[src/logic/fea_pkg.sv]
// How it works
// - Status bits 15:8 read back the number of FIFO bytes now waiting to be read.
// - The fill count is in bytes and the threshold in two-byte words, so bytes are halved before comparing.
// - With FIFO access enabled, a one written to status bit 15 sends a one-cycle FIFO clear pulse.
// - The slot B event flag sets on its event, holds, clears on a written one and ignores a written zero.
// - The slot A event flag sets on its event, holds, clears on a written one and ignores a written zero.
// - Reserved status bit 7 clears to zero when a one is written to it.
// - Reserved status bits 4:0 clear to zero only when all ones are written to them.
// - The FIFO level event reaches the alert only while its mask bit is zero.
// - The slot B event is kept off the alert while its mask bit is one, its reset value.
// - The slot A event is kept off the alert while its mask bit is one, its reset value.
// - With the pin enable bit clear the alert pin floats, while the flags keep updating.
// - Drive style zero drives the pin whenever the pin is enabled; one drives it only while asserted, open-drain fashion.
// - Polarity zero makes the pin active high, one makes it active low.
// - The FIFO level event is raised while the stored word count is strictly above the six-bit threshold.
// - The FIFO level event drops by itself once the word count no longer exceeds the threshold.
package fea_pkg;

    // ************************************************************
    // Register bus widths and offsets
    // ************************************************************
    localparam int unsigned ADDR_W = 8;
    localparam int unsigned DATA_W = 16;
    localparam logic [7:0]  ADDR_STATUS = 8'h00;
    localparam logic [7:0]  ADDR_MASK   = 8'h01;
    localparam logic [7:0]  ADDR_CFG    = 8'h02;
    localparam logic [7:0]  ADDR_THRESH = 8'h06;
    localparam logic [7:0]  ADDR_IDENT  = 8'h08;

    // ************************************************************
    // Field positions and reset values
    // ************************************************************
    localparam int unsigned STAT_CLR_BIT  = 15;
    localparam int unsigned STAT_RSV7_BIT = 7;
    localparam int unsigned STAT_B_BIT    = 6;
    localparam int unsigned STAT_A_BIT    = 5;
    localparam logic [4:0]  STAT_RSV_ALL  = 5'h1f;
    localparam int unsigned STAT_RSV_W    = 5;
    localparam int unsigned MASK_W        = 9;
    localparam logic [8:0]  MASK_RESET    = 9'h0ff;
    localparam int unsigned MASK_FIFO_BIT = 8;
    localparam int unsigned MASK_B_BIT    = 6;
    localparam int unsigned MASK_A_BIT    = 5;
    localparam int unsigned CFG_EN_BIT    = 2;
    localparam int unsigned CFG_DRV_BIT   = 1;
    localparam int unsigned CFG_POL_BIT   = 0;
    localparam int unsigned CFG_W         = 3;
    localparam logic [2:0]  CFG_RESET     = 3'h0;
    localparam int unsigned THR_W         = 6;
    localparam int unsigned THR_LSB       = 8;
    localparam logic [5:0]  THR_RESET     = 6'h00;

    // ************************************************************
    // Carriers
    // ************************************************************
    typedef struct packed {
        logic        wr;
        logic        rd;
        logic [7:0]  addr;
        logic [15:0] wdata;
    } fea_req_t;

    typedef struct packed {
        logic slot_b;
        logic slot_a;
    } fea_evt_t;

    // Write strobe aimed at one register
    function automatic logic fea_wr_hit(input fea_req_t req, input logic [7:0] addr);
        return req.wr && (req.addr == addr);
    endfunction : fea_wr_hit

    // Byte count turned into two-byte words
    function automatic logic [6:0] fea_words(input logic [7:0] bytes);
        return bytes[7:1];
    endfunction : fea_words

endpackage : fea_pkg

[src/logic/fea_flag.sv]
`timescale 1ns/1ns
`default_nettype none
module fea_flag (
    input  wire logic ref_clk_in,   // Block clock
    input  wire logic nrst_in,      // Async reset, active low
    input  wire logic set_in,       // Event pulse
    input  wire logic clr_in,       // Write-one-to-clear strobe
    output var  logic flag_out      // Sticky flag
);

    logic flag_r;
    logic flag_nxt;

    // Set wins over a clear in the same cycle
    always_comb begin
        flag_nxt = set_in | (flag_r & ~clr_in);
    end

    // Flag register
    always_ff @(posedge ref_clk_in or negedge nrst_in) begin
        if (!nrst_in) begin
            flag_r <= 1'b0;
        end else begin
            flag_r <= flag_nxt;
        end
    end

    assign flag_out = flag_r;

endmodule : fea_flag
`default_nettype wire

[src/logic/fea_pin.sv]
`timescale 1ns/1ns
`default_nettype none
module fea_pin (
    input  wire logic ref_clk_in,   // Block clock
    input  wire logic nrst_in,      // Async reset, active low
    input  wire logic asserted_in,  // Alert condition
    input  wire logic enable_in,    // Pin enable
    input  wire logic drive_in,     // Drive style, 1 open drain
    input  wire logic polarity_in,  // 1 active low
    output var  logic pin_out,      // Pin level
    output var  logic pin_oe_out    // Pin driven
);

    logic pin_r;
    logic oe_r;
    logic pin_nxt;
    logic oe_nxt;

    // Pin level and enable from the settings
    always_comb begin
        pin_nxt = asserted_in ^ polarity_in;
        oe_nxt  = enable_in & (~drive_in | asserted_in);
    end

    // Pin registers
    always_ff @(posedge ref_clk_in or negedge nrst_in) begin
        if (!nrst_in) begin
            pin_r <= 1'b0;
            oe_r  <= 1'b0;
        end else begin
            pin_r <= pin_nxt;
            oe_r  <= oe_nxt;
        end
    end

    assign pin_out    = pin_r;
    assign pin_oe_out = oe_r;

endmodule : fea_pin
`default_nettype wire

[src/logic/fea_top.sv]
`timescale 1ns/1ns
`default_nettype none
module fea_top #(
    parameter logic [7:0] REV_CODE = 8'h5a,  // Arbitrary revision value
    parameter logic [7:0] DEV_CODE = 8'h3c   // Arbitrary device_code value
) (
    input  wire logic            ref_clk_in,             // Block clock, 250 MHz
    input  wire logic            nrst_in,                // Async reset, active low
    input  wire fea_pkg::fea_req_t req_in,               // Register request
    input  wire fea_pkg::fea_evt_t evt_in,               // Slot event pulses
    input  wire logic [7:0]      fifo_bytes_in,          // FIFO bytes available
    input  wire logic            fifo_access_enable_in,  // FIFO access enable
    output var  logic [15:0]     rdata_out,              // Read data
    output var  logic            rvalid_out,             // Read data valid
    output var  logic            fifo_clear_out,         // FIFO clear pulse
    output var  logic            alert_pin_out,          // Alert pin level
    output var  logic            alert_pin_oe_out        // Alert pin driven
);
    import fea_pkg::*;

    // ************************************************************
    // Declarations
    // ************************************************************
    logic [8:0]  mask_r;
    logic [8:0]  mask_nxt;
    logic [2:0]  cfg_r;
    logic [2:0]  cfg_nxt;
    logic [5:0]  thr_r;
    logic [5:0]  thr_nxt;
    logic        rsv7_r;
    logic        rsv7_nxt;
    logic [4:0]  rsv_lo_r;
    logic [4:0]  rsv_lo_nxt;
    logic        level_r;
    logic        level_nxt;
    logic        clear_r;
    logic        clear_nxt;
    logic [15:0] rdata_r;
    logic [15:0] rdata_nxt;
    logic        rvalid_r;
    logic        rvalid_nxt;
    logic        stat_wr;
    logic        clr_a;
    logic        clr_b;
    logic        flag_a;
    logic        flag_b;
    logic        asserted;
    logic [15:0] status_word;

    // ************************************************************
    // Sticky slot event flags
    // ************************************************************

    // Write-one clears, written zero leaves flag alone
    assign stat_wr = fea_wr_hit(req_in, ADDR_STATUS);
    assign clr_a   = stat_wr & req_in.wdata[STAT_A_BIT];
    assign clr_b   = stat_wr & req_in.wdata[STAT_B_BIT];

    fea_flag u_flag_a (
        .ref_clk_in (ref_clk_in),
        .nrst_in    (nrst_in),
        .set_in     (evt_in.slot_a),
        .clr_in     (clr_a),
        .flag_out   (flag_a)
    );

    fea_flag u_flag_b (
        .ref_clk_in (ref_clk_in),
        .nrst_in    (nrst_in),
        .set_in     (evt_in.slot_b),
        .clr_in     (clr_b),
        .flag_out   (flag_b)
    );

    // ************************************************************
    // Writable settings
    // ************************************************************

    // Next values of mask, pin settings and threshold
    always_comb begin
        mask_nxt = mask_r;
        cfg_nxt  = cfg_r;
        thr_nxt  = thr_r;
        if (fea_wr_hit(req_in, ADDR_MASK)) begin
            mask_nxt = req_in.wdata[MASK_W-1:0];
        end
        if (fea_wr_hit(req_in, ADDR_CFG)) begin
            cfg_nxt = req_in.wdata[CFG_W-1:0];
        end
        if (fea_wr_hit(req_in, ADDR_THRESH)) begin
            thr_nxt = req_in.wdata[THR_LSB+THR_W-1:THR_LSB];
        end
    end

    // Settings registers; slot masks come up set
    always_ff @(posedge ref_clk_in or negedge nrst_in) begin
        if (!nrst_in) begin
            mask_r <= MASK_RESET;
            cfg_r  <= CFG_RESET;
            thr_r  <= THR_RESET;
        end else begin
            mask_r <= mask_nxt;
            cfg_r  <= cfg_nxt;
            thr_r  <= thr_nxt;
        end
    end

    // ************************************************************
    // Reserved status bits
    // ************************************************************

    // Bit 7 clears on a one, bits 4:0 only on all ones
    always_comb begin
        rsv7_nxt   = rsv7_r;
        rsv_lo_nxt = rsv_lo_r;
        if (stat_wr && req_in.wdata[STAT_RSV7_BIT]) begin
            rsv7_nxt = 1'b0;
        end
        if (stat_wr && (req_in.wdata[STAT_RSV_W-1:0] == STAT_RSV_ALL)) begin
            rsv_lo_nxt = 5'h00;
        end
    end

    // Reserved bit registers
    always_ff @(posedge ref_clk_in or negedge nrst_in) begin
        if (!nrst_in) begin
            rsv7_r   <= 1'b0;
            rsv_lo_r <= 5'h00;
        end else begin
            rsv7_r   <= rsv7_nxt;
            rsv_lo_r <= rsv_lo_nxt;
        end
    end

    // ************************************************************
    // FIFO level event and clear
    // ************************************************************

    // Level follows the word count, no host clear needed
    always_comb begin
        level_nxt = fea_words(fifo_bytes_in) > {1'b0, thr_r};
        clear_nxt = stat_wr & fifo_access_enable_in
                    & req_in.wdata[STAT_CLR_BIT];
    end

    // Level and clear pulse registers
    always_ff @(posedge ref_clk_in or negedge nrst_in) begin
        if (!nrst_in) begin
            level_r <= 1'b0;
            clear_r <= 1'b0;
        end else begin
            level_r <= level_nxt;
            clear_r <= clear_nxt;
        end
    end

    assign fifo_clear_out = clear_r;

    // ************************************************************
    // Alert pin
    // ************************************************************

    // Any unmasked source asserts the alert
    assign asserted = (flag_a  & ~mask_r[MASK_A_BIT])
                    | (flag_b  & ~mask_r[MASK_B_BIT])
                    | (level_r & ~mask_r[MASK_FIFO_BIT]);

    fea_pin u_pin (
        .ref_clk_in  (ref_clk_in),
        .nrst_in     (nrst_in),
        .asserted_in (asserted),
        .enable_in   (cfg_r[CFG_EN_BIT]),
        .drive_in    (cfg_r[CFG_DRV_BIT]),
        .polarity_in (cfg_r[CFG_POL_BIT]),
        .pin_out     (alert_pin_out),
        .pin_oe_out  (alert_pin_oe_out)
    );

    // ************************************************************
    // Read path
    // ************************************************************

    // Status word with fill count on top
    assign status_word = {fifo_bytes_in, rsv7_r, flag_b, flag_a, rsv_lo_r};

    // Read mux, unmapped offsets read zero
    always_comb begin
        rvalid_nxt = req_in.rd;
        rdata_nxt  = 16'h0000;
        if (req_in.rd) begin
            case (req_in.addr)
                ADDR_STATUS: begin
                    rdata_nxt = status_word;
                end
                ADDR_MASK: begin
                    rdata_nxt = {7'h00, mask_r};
                end
                ADDR_CFG: begin
                    rdata_nxt = {13'h0000, cfg_r};
                end
                ADDR_THRESH: begin
                    rdata_nxt = {2'h0, thr_r, 8'h00};
                end
                ADDR_IDENT: begin
                    rdata_nxt = {REV_CODE, DEV_CODE};
                end
                default: begin
                    rdata_nxt = 16'h0000;
                end
            endcase
        end
    end

    // Read data registers
    always_ff @(posedge ref_clk_in or negedge nrst_in) begin
        if (!nrst_in) begin
            rdata_r  <= 16'h0000;
            rvalid_r <= 1'b0;
        end else begin
            rdata_r  <= rdata_nxt;
            rvalid_r <= rvalid_nxt;
        end
    end

    assign rdata_out  = rdata_r;
    assign rvalid_out = rvalid_r;

    // ************************************************************
    // Assertions
    // ************************************************************

    property p_fill_read;
        @(posedge ref_clk_in) disable iff (!nrst_in)
        (req_in.rd && req_in.addr == ADDR_STATUS)
        |=> rvalid_out && (rdata_out[15:8] == $past(fifo_bytes_in));
    endproperty
    a_fill_read: assert property (p_fill_read)
        else $error("fill count not read back");

    property p_level_units;
        @(posedge ref_clk_in) disable iff (!nrst_in)
        ##1 (level_r == ($past(fifo_bytes_in) > {1'b0, $past(thr_r), 1'b1}));
    endproperty
    a_level_units: assert property (p_level_units)
        else $error("level compare not in words");

    property p_fifo_clear;
        @(posedge ref_clk_in) disable iff (!nrst_in)
        (stat_wr && req_in.wdata[STAT_CLR_BIT])
        |=> (fifo_clear_out == $past(fifo_access_enable_in)) ##1 (!fifo_clear_out || $past(stat_wr));
    endproperty
    a_fifo_clear: assert property (p_fifo_clear)
        else $error("fifo clear pulse wrong");

    property p_flag_b_clear;
        @(posedge ref_clk_in) disable iff (!nrst_in)
        (clr_b && !evt_in.slot_b) |=> !flag_b;
    endproperty
    a_flag_b_clear: assert property (p_flag_b_clear)
        else $error("slot b flag not cleared");

    property p_flag_b_hold;
        @(posedge ref_clk_in) disable iff (!nrst_in)
        (flag_b && !clr_b) |=> flag_b;
    endproperty
    a_flag_b_hold: assert property (p_flag_b_hold)
        else $error("slot b flag lost");

    property p_flag_a_set;
        @(posedge ref_clk_in) disable iff (!nrst_in)
        evt_in.slot_a |=> flag_a;
    endproperty
    a_flag_a_set: assert property (p_flag_a_set)
        else $error("slot a event lost");

    property p_masked_b;
        @(posedge ref_clk_in) disable iff (!nrst_in)
        (flag_b && mask_r[MASK_B_BIT] && !(flag_a && !mask_r[MASK_A_BIT])
         && !(level_r && !mask_r[MASK_FIFO_BIT])
         && cfg_r[CFG_EN_BIT] && cfg_r[CFG_DRV_BIT])
        |=> !alert_pin_oe_out;
    endproperty
    a_masked_b: assert property (p_masked_b)
        else $error("masked slot b event drove alert");

    property p_level_drop;
        @(posedge ref_clk_in) disable iff (!nrst_in)
        (level_r && !(fea_words(fifo_bytes_in) > {1'b0, thr_r})) |=> !level_r;
    endproperty
    a_level_drop: assert property (p_level_drop)
        else $error("level event did not withdraw");

    property p_pin_float;
        @(posedge ref_clk_in) disable iff (!nrst_in)
        !cfg_r[CFG_EN_BIT] |=> !alert_pin_oe_out;
    endproperty
    a_pin_float: assert property (p_pin_float)
        else $error("disabled pin was driven");

    property p_pin_push;
        @(posedge ref_clk_in) disable iff (!nrst_in)
        (cfg_r[CFG_EN_BIT] && !cfg_r[CFG_DRV_BIT])
        |=> alert_pin_oe_out && (alert_pin_out == ($past(asserted) ^ $past(cfg_r[CFG_POL_BIT])));
    endproperty
    a_pin_push: assert property (p_pin_push)
        else $error("push-pull pin level wrong");

    property p_flag_b_set;
        @(posedge ref_clk_in) disable iff (!nrst_in)
        evt_in.slot_b |=> flag_b;
    endproperty
    a_flag_b_set: assert property (p_flag_b_set)
        else $error("slot b event lost");

    property p_flag_a_clear;
        @(posedge ref_clk_in) disable iff (!nrst_in)
        (clr_a && !evt_in.slot_a) |=> !flag_a;
    endproperty
    a_flag_a_clear: assert property (p_flag_a_clear)
        else $error("slot a flag not cleared");

    property p_level_rise;
        @(posedge ref_clk_in) disable iff (!nrst_in)
        (fifo_bytes_in > {1'b0, thr_r, 1'b1}) |=> level_r;
    endproperty
    a_level_rise: assert property (p_level_rise)
        else $error("level event not raised");

    property p_level_alert;
        @(posedge ref_clk_in) disable iff (!nrst_in)
        (level_r && !mask_r[MASK_FIFO_BIT] && cfg_r[CFG_EN_BIT])
        |=> alert_pin_oe_out && (alert_pin_out != $past(cfg_r[CFG_POL_BIT]));
    endproperty
    a_level_alert: assert property (p_level_alert)
        else $error("unmasked level event missed alert");

    property p_masked_a;
        @(posedge ref_clk_in) disable iff (!nrst_in)
        (flag_a && mask_r[MASK_A_BIT] && !(flag_b && !mask_r[MASK_B_BIT])
         && !(level_r && !mask_r[MASK_FIFO_BIT])
         && cfg_r[CFG_EN_BIT] && cfg_r[CFG_DRV_BIT])
        |=> !alert_pin_oe_out;
    endproperty
    a_masked_a: assert property (p_masked_a)
        else $error("masked slot a event drove alert");

    property p_pin_drain;
        @(posedge ref_clk_in) disable iff (!nrst_in)
        (cfg_r[CFG_EN_BIT] && cfg_r[CFG_DRV_BIT] && !asserted) |=> !alert_pin_oe_out;
    endproperty
    a_pin_drain: assert property (p_pin_drain)
        else $error("open-drain pin driven while idle");

endmodule : fea_top
`default_nettype wire

[config.mk]
export PLATFORM = sky130hd
export DESIGN_NAME = fea_top
export DESIGN_NICKNAME = d
export VERILOG_FILES = /design/src/logic/fea_pkg.sv /design/src/logic/fea_flag.sv /design/src/logic/fea_pin.sv /design/src/logic/fea_top.sv
export SDC_FILE = /design/constraint.sdc
export NUM_CORES = 1
export LEC_CHECK = 0
export ABC_AREA = 1
export BUFFER_PORTS_ARGS = -buffer_cell sky130_fd_sc_hd__buf_2
export CELL_PAD_IN_SITES_DETAIL_PLACEMENT = 0
export CELL_PAD_IN_SITES_GLOBAL_PLACEMENT = 1
export CORE_ASPECT_RATIO = 0.7
export CORE_UTILIZATION = 31
export CTS_CLUSTER_SIZE = 24
export DETAILED_ROUTE_END_ITERATION = 12
export PLACE_DENSITY = 0.75
export SYNTH_ARGS = -nofsm -noshare
export SYNTH_HDL_FRONTEND = slang
export SYNTH_SLANG_ARGS = --single-unit
[constraint.sdc]
create_clock -name ref_clk_in -period 1.3 [get_ports ref_clk_in]
set_input_delay 0.065 -clock ref_clk_in [delete_from_list [all_inputs] [get_ports ref_clk_in]]
set_output_delay 0.065 -clock ref_clk_in [all_outputs]
set_load 0.02 [all_outputs]
== Word level (Yosys, flattened, before mapping) ==
Cells that the tools add are included.

* Bitwise operators: 22
* Add/subtract/negate cells: 0
* Multiplexer cells: 2
* Eq/ne operators: 4
* Div/mod/pow operators: 0
* $mul: 0
* Magnitude comparators: 1
* Shift-type cells: 0
* Reduce and logical (&&, ||, !) cells: 5

{| class="wikitable"
|+ Operators by type and width
! operator !! count
|-
| one-hot mux 16 bit (5 select lines) || 1
|-
| two-way mux 16 bit || 1
|-
| bitwise AND 1 bit || 10
|-
| equality test 8 x 1 -> 1 bit (second input constant) || 1
|-
| equality test 8 x 2 -> 1 bit (second input constant) || 1
|-
| equality test 8 x 3 -> 1 bit (second input constant) || 1
|-
| equality test 8 x 4 -> 1 bit (second input constant) || 1
|-
| logical NOT 8 bit || 1
|-
| greater-than comparator 7 x 6 -> 1 bit || 1
|-
| inverter 1 bit || 6
|-
| bitwise OR 1 bit || 5
|-
| logical AND 1 bit || 4
|-
| bitwise XOR 1 bit || 1
|}

* Logic and storage cells: 45
* Output and inout bits: 20
* Bits in latches: 0
* RAM bits: 0
* Memory bits (read-only): 0
* Memories: 0
* Register bits: 41

== Depth between registers and ports, before layout ==
* Depth in word-level cells: 6
* Mapped depth: 9

== Modules after synthesis ==
From an unflattened synthesis, not the netlist that was laid out.

* Cell total of the unflattened synthesis: 242
* Area total of the unflattened synthesis: 2087.0 um2

{| class="wikitable"
|+ Modules (own cells, without submodules)
! module !! cells each !! sequential area each (um2) !! area an instance (um2) !! times used
|-
| fea_top || 223 || 935.9 || 1925.6 || 1
|-
| fea_pin || 9 || 50.0 || 81.3 || 1
|-
| fea_flag || 5 || 25.0 || 40.0 || 2
|}

== Least setup slack after synthesis ==
Ideal clock, no wire load.

* Path type: reg-to-reg
* Start: register thr_r[5]
* End: register level_r
* Buffers on the path: 0
* Slack: 199 ps
* Arrival: 977 ps
* Period minus slack after synthesis: 1101 ps
* Data required time: 1176 ps
* Stages on the path, launching flop included: 7
* Cells stage by stage: dfrtp_1 > inv_1 > ha_1 > nand2_1 > inv_1 > a21oi_1 > a21oi_1

* Cells in the longest elaborated chain, start to end: 1

{| class="wikitable"
|+ Ends and longest elaborated chain
! element !! line !! source
|-
| from (decl) || fea_top.sv:28 || <nowiki>logic [5:0] thr_r;</nowiki>
|-
| from (signal assigned) || fea_top.sv:104 || <nowiki>thr_r <= thr_nxt;</nowiki>
|-
| greater-than comparator 7 x 6 -> 1 bit || fea_top.sv:141 || <nowiki>level_nxt = fea_words(fifo_bytes_in) > {1'b0, thr_r};</nowiki>
|-
| via level_nxt || fea_top.sv:35 || <nowiki>logic level_nxt;</nowiki>
|-
| to (signal assigned) || fea_top.sv:152 || <nowiki>level_r <= level_nxt;</nowiki>
|-
| to (decl) || fea_top.sv:34 || <nowiki>logic level_r;</nowiki>
|}

The timed path passes the listed nets, and every way through them passes these cells.
A chain may end at the register's enable or synchronous reset.

== Worst setup path after layout ==
Same ends and word-level chain as after synthesis.

==> tab_implementation.tex <==
\begin{tabular}{lr}
\hline
Metric & Value \\
\hline
\multicolumn{2}{l}{\textbf{Clock network}} \\
\quad Clock Root Buffer & clkbuf\_8 \\
\quad Clock Sink Count & 41 \\
\quad Clock tree from TritonCTS & built \\
\quad Clock buffers created by TritonCTS & 5 \\
\quad Post-CTS setup-driven buffer insertion count & 0 \\
\quad CTS max path bufs & 2 \\
\quad Clock slew at the register clock pins of the worst setup and hold paths & $\sim$0.08 ns \\
\quad Latest clock arrival within the worst-skew pair & roughly 0.29 ns \\
\quad CTS HTree Levels & 2 \\
\multicolumn{2}{l}{\textbf{Critical path}} \\
\quad Chain of cells forming the critical path & inv\_1, ha\_1, nand2\_1, inv\_1, a21oi\_1, a21oi\_2 \\
\quad Reg-to-reg setup timing slack & about 0.068 ns \\
\quad Reg2reg end & level\_r \\
\quad Data required time of the critical path & around 1.5 ns \\
\quad Category of the worst setup path launch point & register \\
\quad Buffer and inverter count on the worst path & 2 \\
\quad CP arrival & 1.41 ns \\
\quad Slowest stage delay, CP & 0.38 ns \\
\quad Delay-heaviest family, CP & flip-flops \\
\quad Most frequent cell on the critical path & inv\_1 \\
\quad Worst r2r path cells & 6 \\
\quad Largest fanout of any net on the critical path & 2 \\
\quad Max stage delay cell, worst path & dfrtp\_1 \\
\quad Type of element capturing the critical path & register \\
\quad RR Startpoint & thr\_r[5] \\
\quad Setup CP Type & register to register \\
\multicolumn{2}{l}{\textbf{Logic synthesis}} \\
\quad Fraction of registers with async set/reset & 1.000 \\
\quad Number of enable flip-flop cells after synthesis & 0 \\
\quad Warnings from Yosys & 0 \\
\quad Post-synthesis cell area & 2033 um2 \\
\quad Cell type with the highest aggregate area in the netlist & dfrtp\_1 \\
\quad Share of synthesized area occupied by flip-flops and latches & 0.5095 \\
\quad Post-synth net total & around 280 \\
\quad Share of Yosys cell area claimed by the top area cell type & 0.4062 \\
\quad Synth unique cells & 28 \\
\quad Mapped Cells & 237 \\
\quad Post-synthesis area per instance & 8.579 um2 \\
\quad Top cells by area in the synthesized netlist & dfrtp\_1 (41\%), nand2\_1 (13\%), dfstp\_2 (10\%) \\
\quad Most used flip-flop cell after synthesis & dfrtp\_1 \\
\quad Yosys reg bits & 41 \\
\multicolumn{2}{l}{\textbf{Power and ir drop}} \\
\quad Total internal power & between 2 and 2.5 mW \\
\quad Maximum vdd ir drop & 0.0004589 V \\
\quad Net switching share of the total power & 0.2384 \\
\quad Reported leakage power & 1.484 nW \\
\quad Comb power frac & 0.110 \\
\quad Fraction of power consumed by the clock network & 0.384 \\
\quad Sw power & 0.6307 mW \\
\quad Power density of the placed cells & approximately 980 nW/um2 \\
\quad Sequential cell fraction of total power & 0.505 \\
\multicolumn{2}{l}{\textbf{STA}} \\
\quad Setup repair after global routing missed its margin & no \\
\quad Crit path time final & 1.232 ns \\
\quad Hold violation count in the final report & 0 \\
\quad Worst relative slew slack & 0.7384 \\
\quad Pin slew with the least headroom to its limit & 0.3920 ns \\
\quad Setup-violating endpoint count in the final report & 0 \\
\quad Max frequency & approximately 810 MHz \\
\quad Setup TNS after final layout & 0 ns \\
\quad Final setup skew & 0.004144 ns \\
\quad Post-route fraction of the period consumed by the critical path & 0.9476 \\
\quad Pins Over Slew Limit & 0 \\
\multicolumn{2}{l}{\textbf{Layout}} \\
\quad Nets & 360 \\
\quad P\&R area growth vs syn & 32.80\% \\
\quad Fillers & 652 \\
\quad Antenna diode instance count & 0 \\
\quad Final standard cell utilization of the core & 0.4302 \\
\quad Layout cells sized above 1 & 0.3323 \\
\multicolumn{2}{l}{\textbf{Global routing}} \\
\quad Remaining global-route overflow & 0 \\
\quad Number of antenna violations at the first check in global routing & 0 \\
\quad Total GRT Usage & 0.1603 \\
\quad Pin count of the biggest net entering global routing & 42 \\
\quad Via count of the first global-routing pass & 1714 \\
\quad First-pass GRT wire length & approximately 8400 um \\
\multicolumn{2}{l}{\textbf{Min path}} \\
\quad Hold Crit Depth & 1 \\
\quad WHS Endpoint & rvalid\_out \\
\quad HP Start & req\_in[24] \\
\quad Type of the tightest min-delay check & primary input to register \\
\multicolumn{2}{l}{\textbf{Drt}} \\
\quad Total via count in the routed design & between 1500 and 2000 \\
\quad Initial DRC Count & 82 \\
\quad Post-route ant nets & 0 \\
\quad Per-cell routed wire length & 12.80 um \\
\quad Length of the first detailed-routing pass in iterations & 4 \\
\quad Routed WL & 5044 um \\
\quad Routed via count divided by cell count & 4.393 \\
\quad Number of remaining DRC errors & 0 \\
\multicolumn{2}{l}{\textbf{Placed design}} \\
\quad IO buf count & 57 \\
\quad DPL Wire Length & 3586 um \\
\quad RePlAce Congestion & slightly below 0.8 \\
\multicolumn{2}{l}{\textbf{Run status}} \\
\quad Result of the run & completed \\
\multicolumn{2}{l}{\textbf{Floorplanning}} \\
\quad Die outline area & 6891 um2 \\
\quad Number of placed I/O pins & 59 \\
\quad Row count & 24 \\
\quad Initial Util & 0.3240 \\
\quad Core region area & 6276 um2 \\
\quad Die extent in y & 69.76 um \\
\quad Die Width & 98.80 um \\
\multicolumn{2}{l}{\textbf{Flow run}} \\
\quad Number of max-cap violations & 0 \\
\hline
\end{tabular}
[Yosys cell counts (3+ instances only)]
library cell,number
nor2_1,11
nand3_1,39
ha_1,6
a21oi_1,9
nor2_2,9
nand2_1,68
buf_6,3
inv_1,25
dfrtp_1,33
a21oi_2,5
dfstp_2,8
[timing repair]
item,in CTS,in global routing
hold buffers,13,0
gates resized for setup,0,3
endpoints found under the setup margin,0,1
hold endpoints to repair,52,0
[sequential cells by signal (all words and copies together) (netlist names), 3 cells and up]
name and count:
mask_r 9, thr_r 6, rdata_out 16, cfg_r 3
[cell families after synthesis]
kind of cell,after synthesis,share of synthesized area
simple gates,135,0.3083
buf+inv,36,0.08307
compound gates,18,0.05784
fa+ha+maj,6,0.03692
flops,41,0.5095
xor+xnor,1,0.004308
[power by group through the flow]
stage	combinational, mW	sequential (mW)	clock (mW)
after floorplan	0.114	1.36	0
after global placement	0.258	1.36	0
after detailed placement	0.259	1.36	0
after CTS	0.290	1.34	1.05
after global routing	0.327	1.34	1.11
final	0.291	1.34	1.02
[worst reg2reg max path, stage by stage (launching register included)]
cell     delay, ns
dfrtp_1       0.38
inv_1         0.09
ha_1          0.24
nand2_1       0.09
inv_1         0.05
a21oi_1       0.18
a21oi_2       0.08
[worst max-delay path by stage]
stage                    start   endpoint  cells after the start  slack, ns
finish                thr_r[5]    level_r                      6       0.07
global route          thr_r[5]    level_r                      6       0.02
CTS                   thr_r[2]    level_r                      6       0.04
detailed placement  req_in[21]  mask_r[8]                      9       0.06
global placement    req_in[21]  mask_r[8]                      9       0.06
floorplan             thr_r[5]    level_r                      6       0.20
[cells in the final DEF, fill, tap and decap left out, types with 2 or more instances in the layout]
master	netlist	routed
buf_2	2	57
a21oi_1	9	8
dlygate4sd3_1	0	13
dfrtp_1	33	33
nand2_1	68	68
inv_2	2	2
inv_1	25	25
clkinv_2	1	2
nor2_1	11	11
nand3_1	39	39
dfstp_2	8	8
nor2_2	9	9
a21oi_2	5	6
clkbuf_8	0	5
ha_1	6	5
buf_12	0	2
buf_4	2	7
nand4_1	2	2
[metal layers]
layer  global-route usage  vias up  share of wire
li1                     -      906              -
met2               0.2261       57           0.40
met4              0.04146        0         0.0069
met1               0.2417      763           0.52
met3              0.04032        5          0.070
met5                    0        -              0
[metrics by stage]
step	total power, mW	instances	setup slack (ns)	instance area, um2	hold slack, ns
CTS	2.676	394	0.04009	2684	0.01000
finish	2.645	394	0.06815	2700	0.01562
floorplan	1.478	237	0.1985	2033	-0.2306
global route	2.783	394	0.01691	2700	0.01223
global placement	1.617	373	0.06032	2446	0.05620
detailed placement	1.621	373	0.05575	2446	0.05799
[final cells by class]
class,count,area (um2),area share
multi-input combinational,160,844.6,0.3128
clock inverter,2,35.03,0.01297
sequential,41,1036,0.3837
inverter,28,106.4,0.03939
clock buffer,6,72.57,0.02688
tap,78,97.59,0.03614
timing repair buffer,79,508.0,0.1881
No activity file was read; power rests on OpenSTA's default activity.
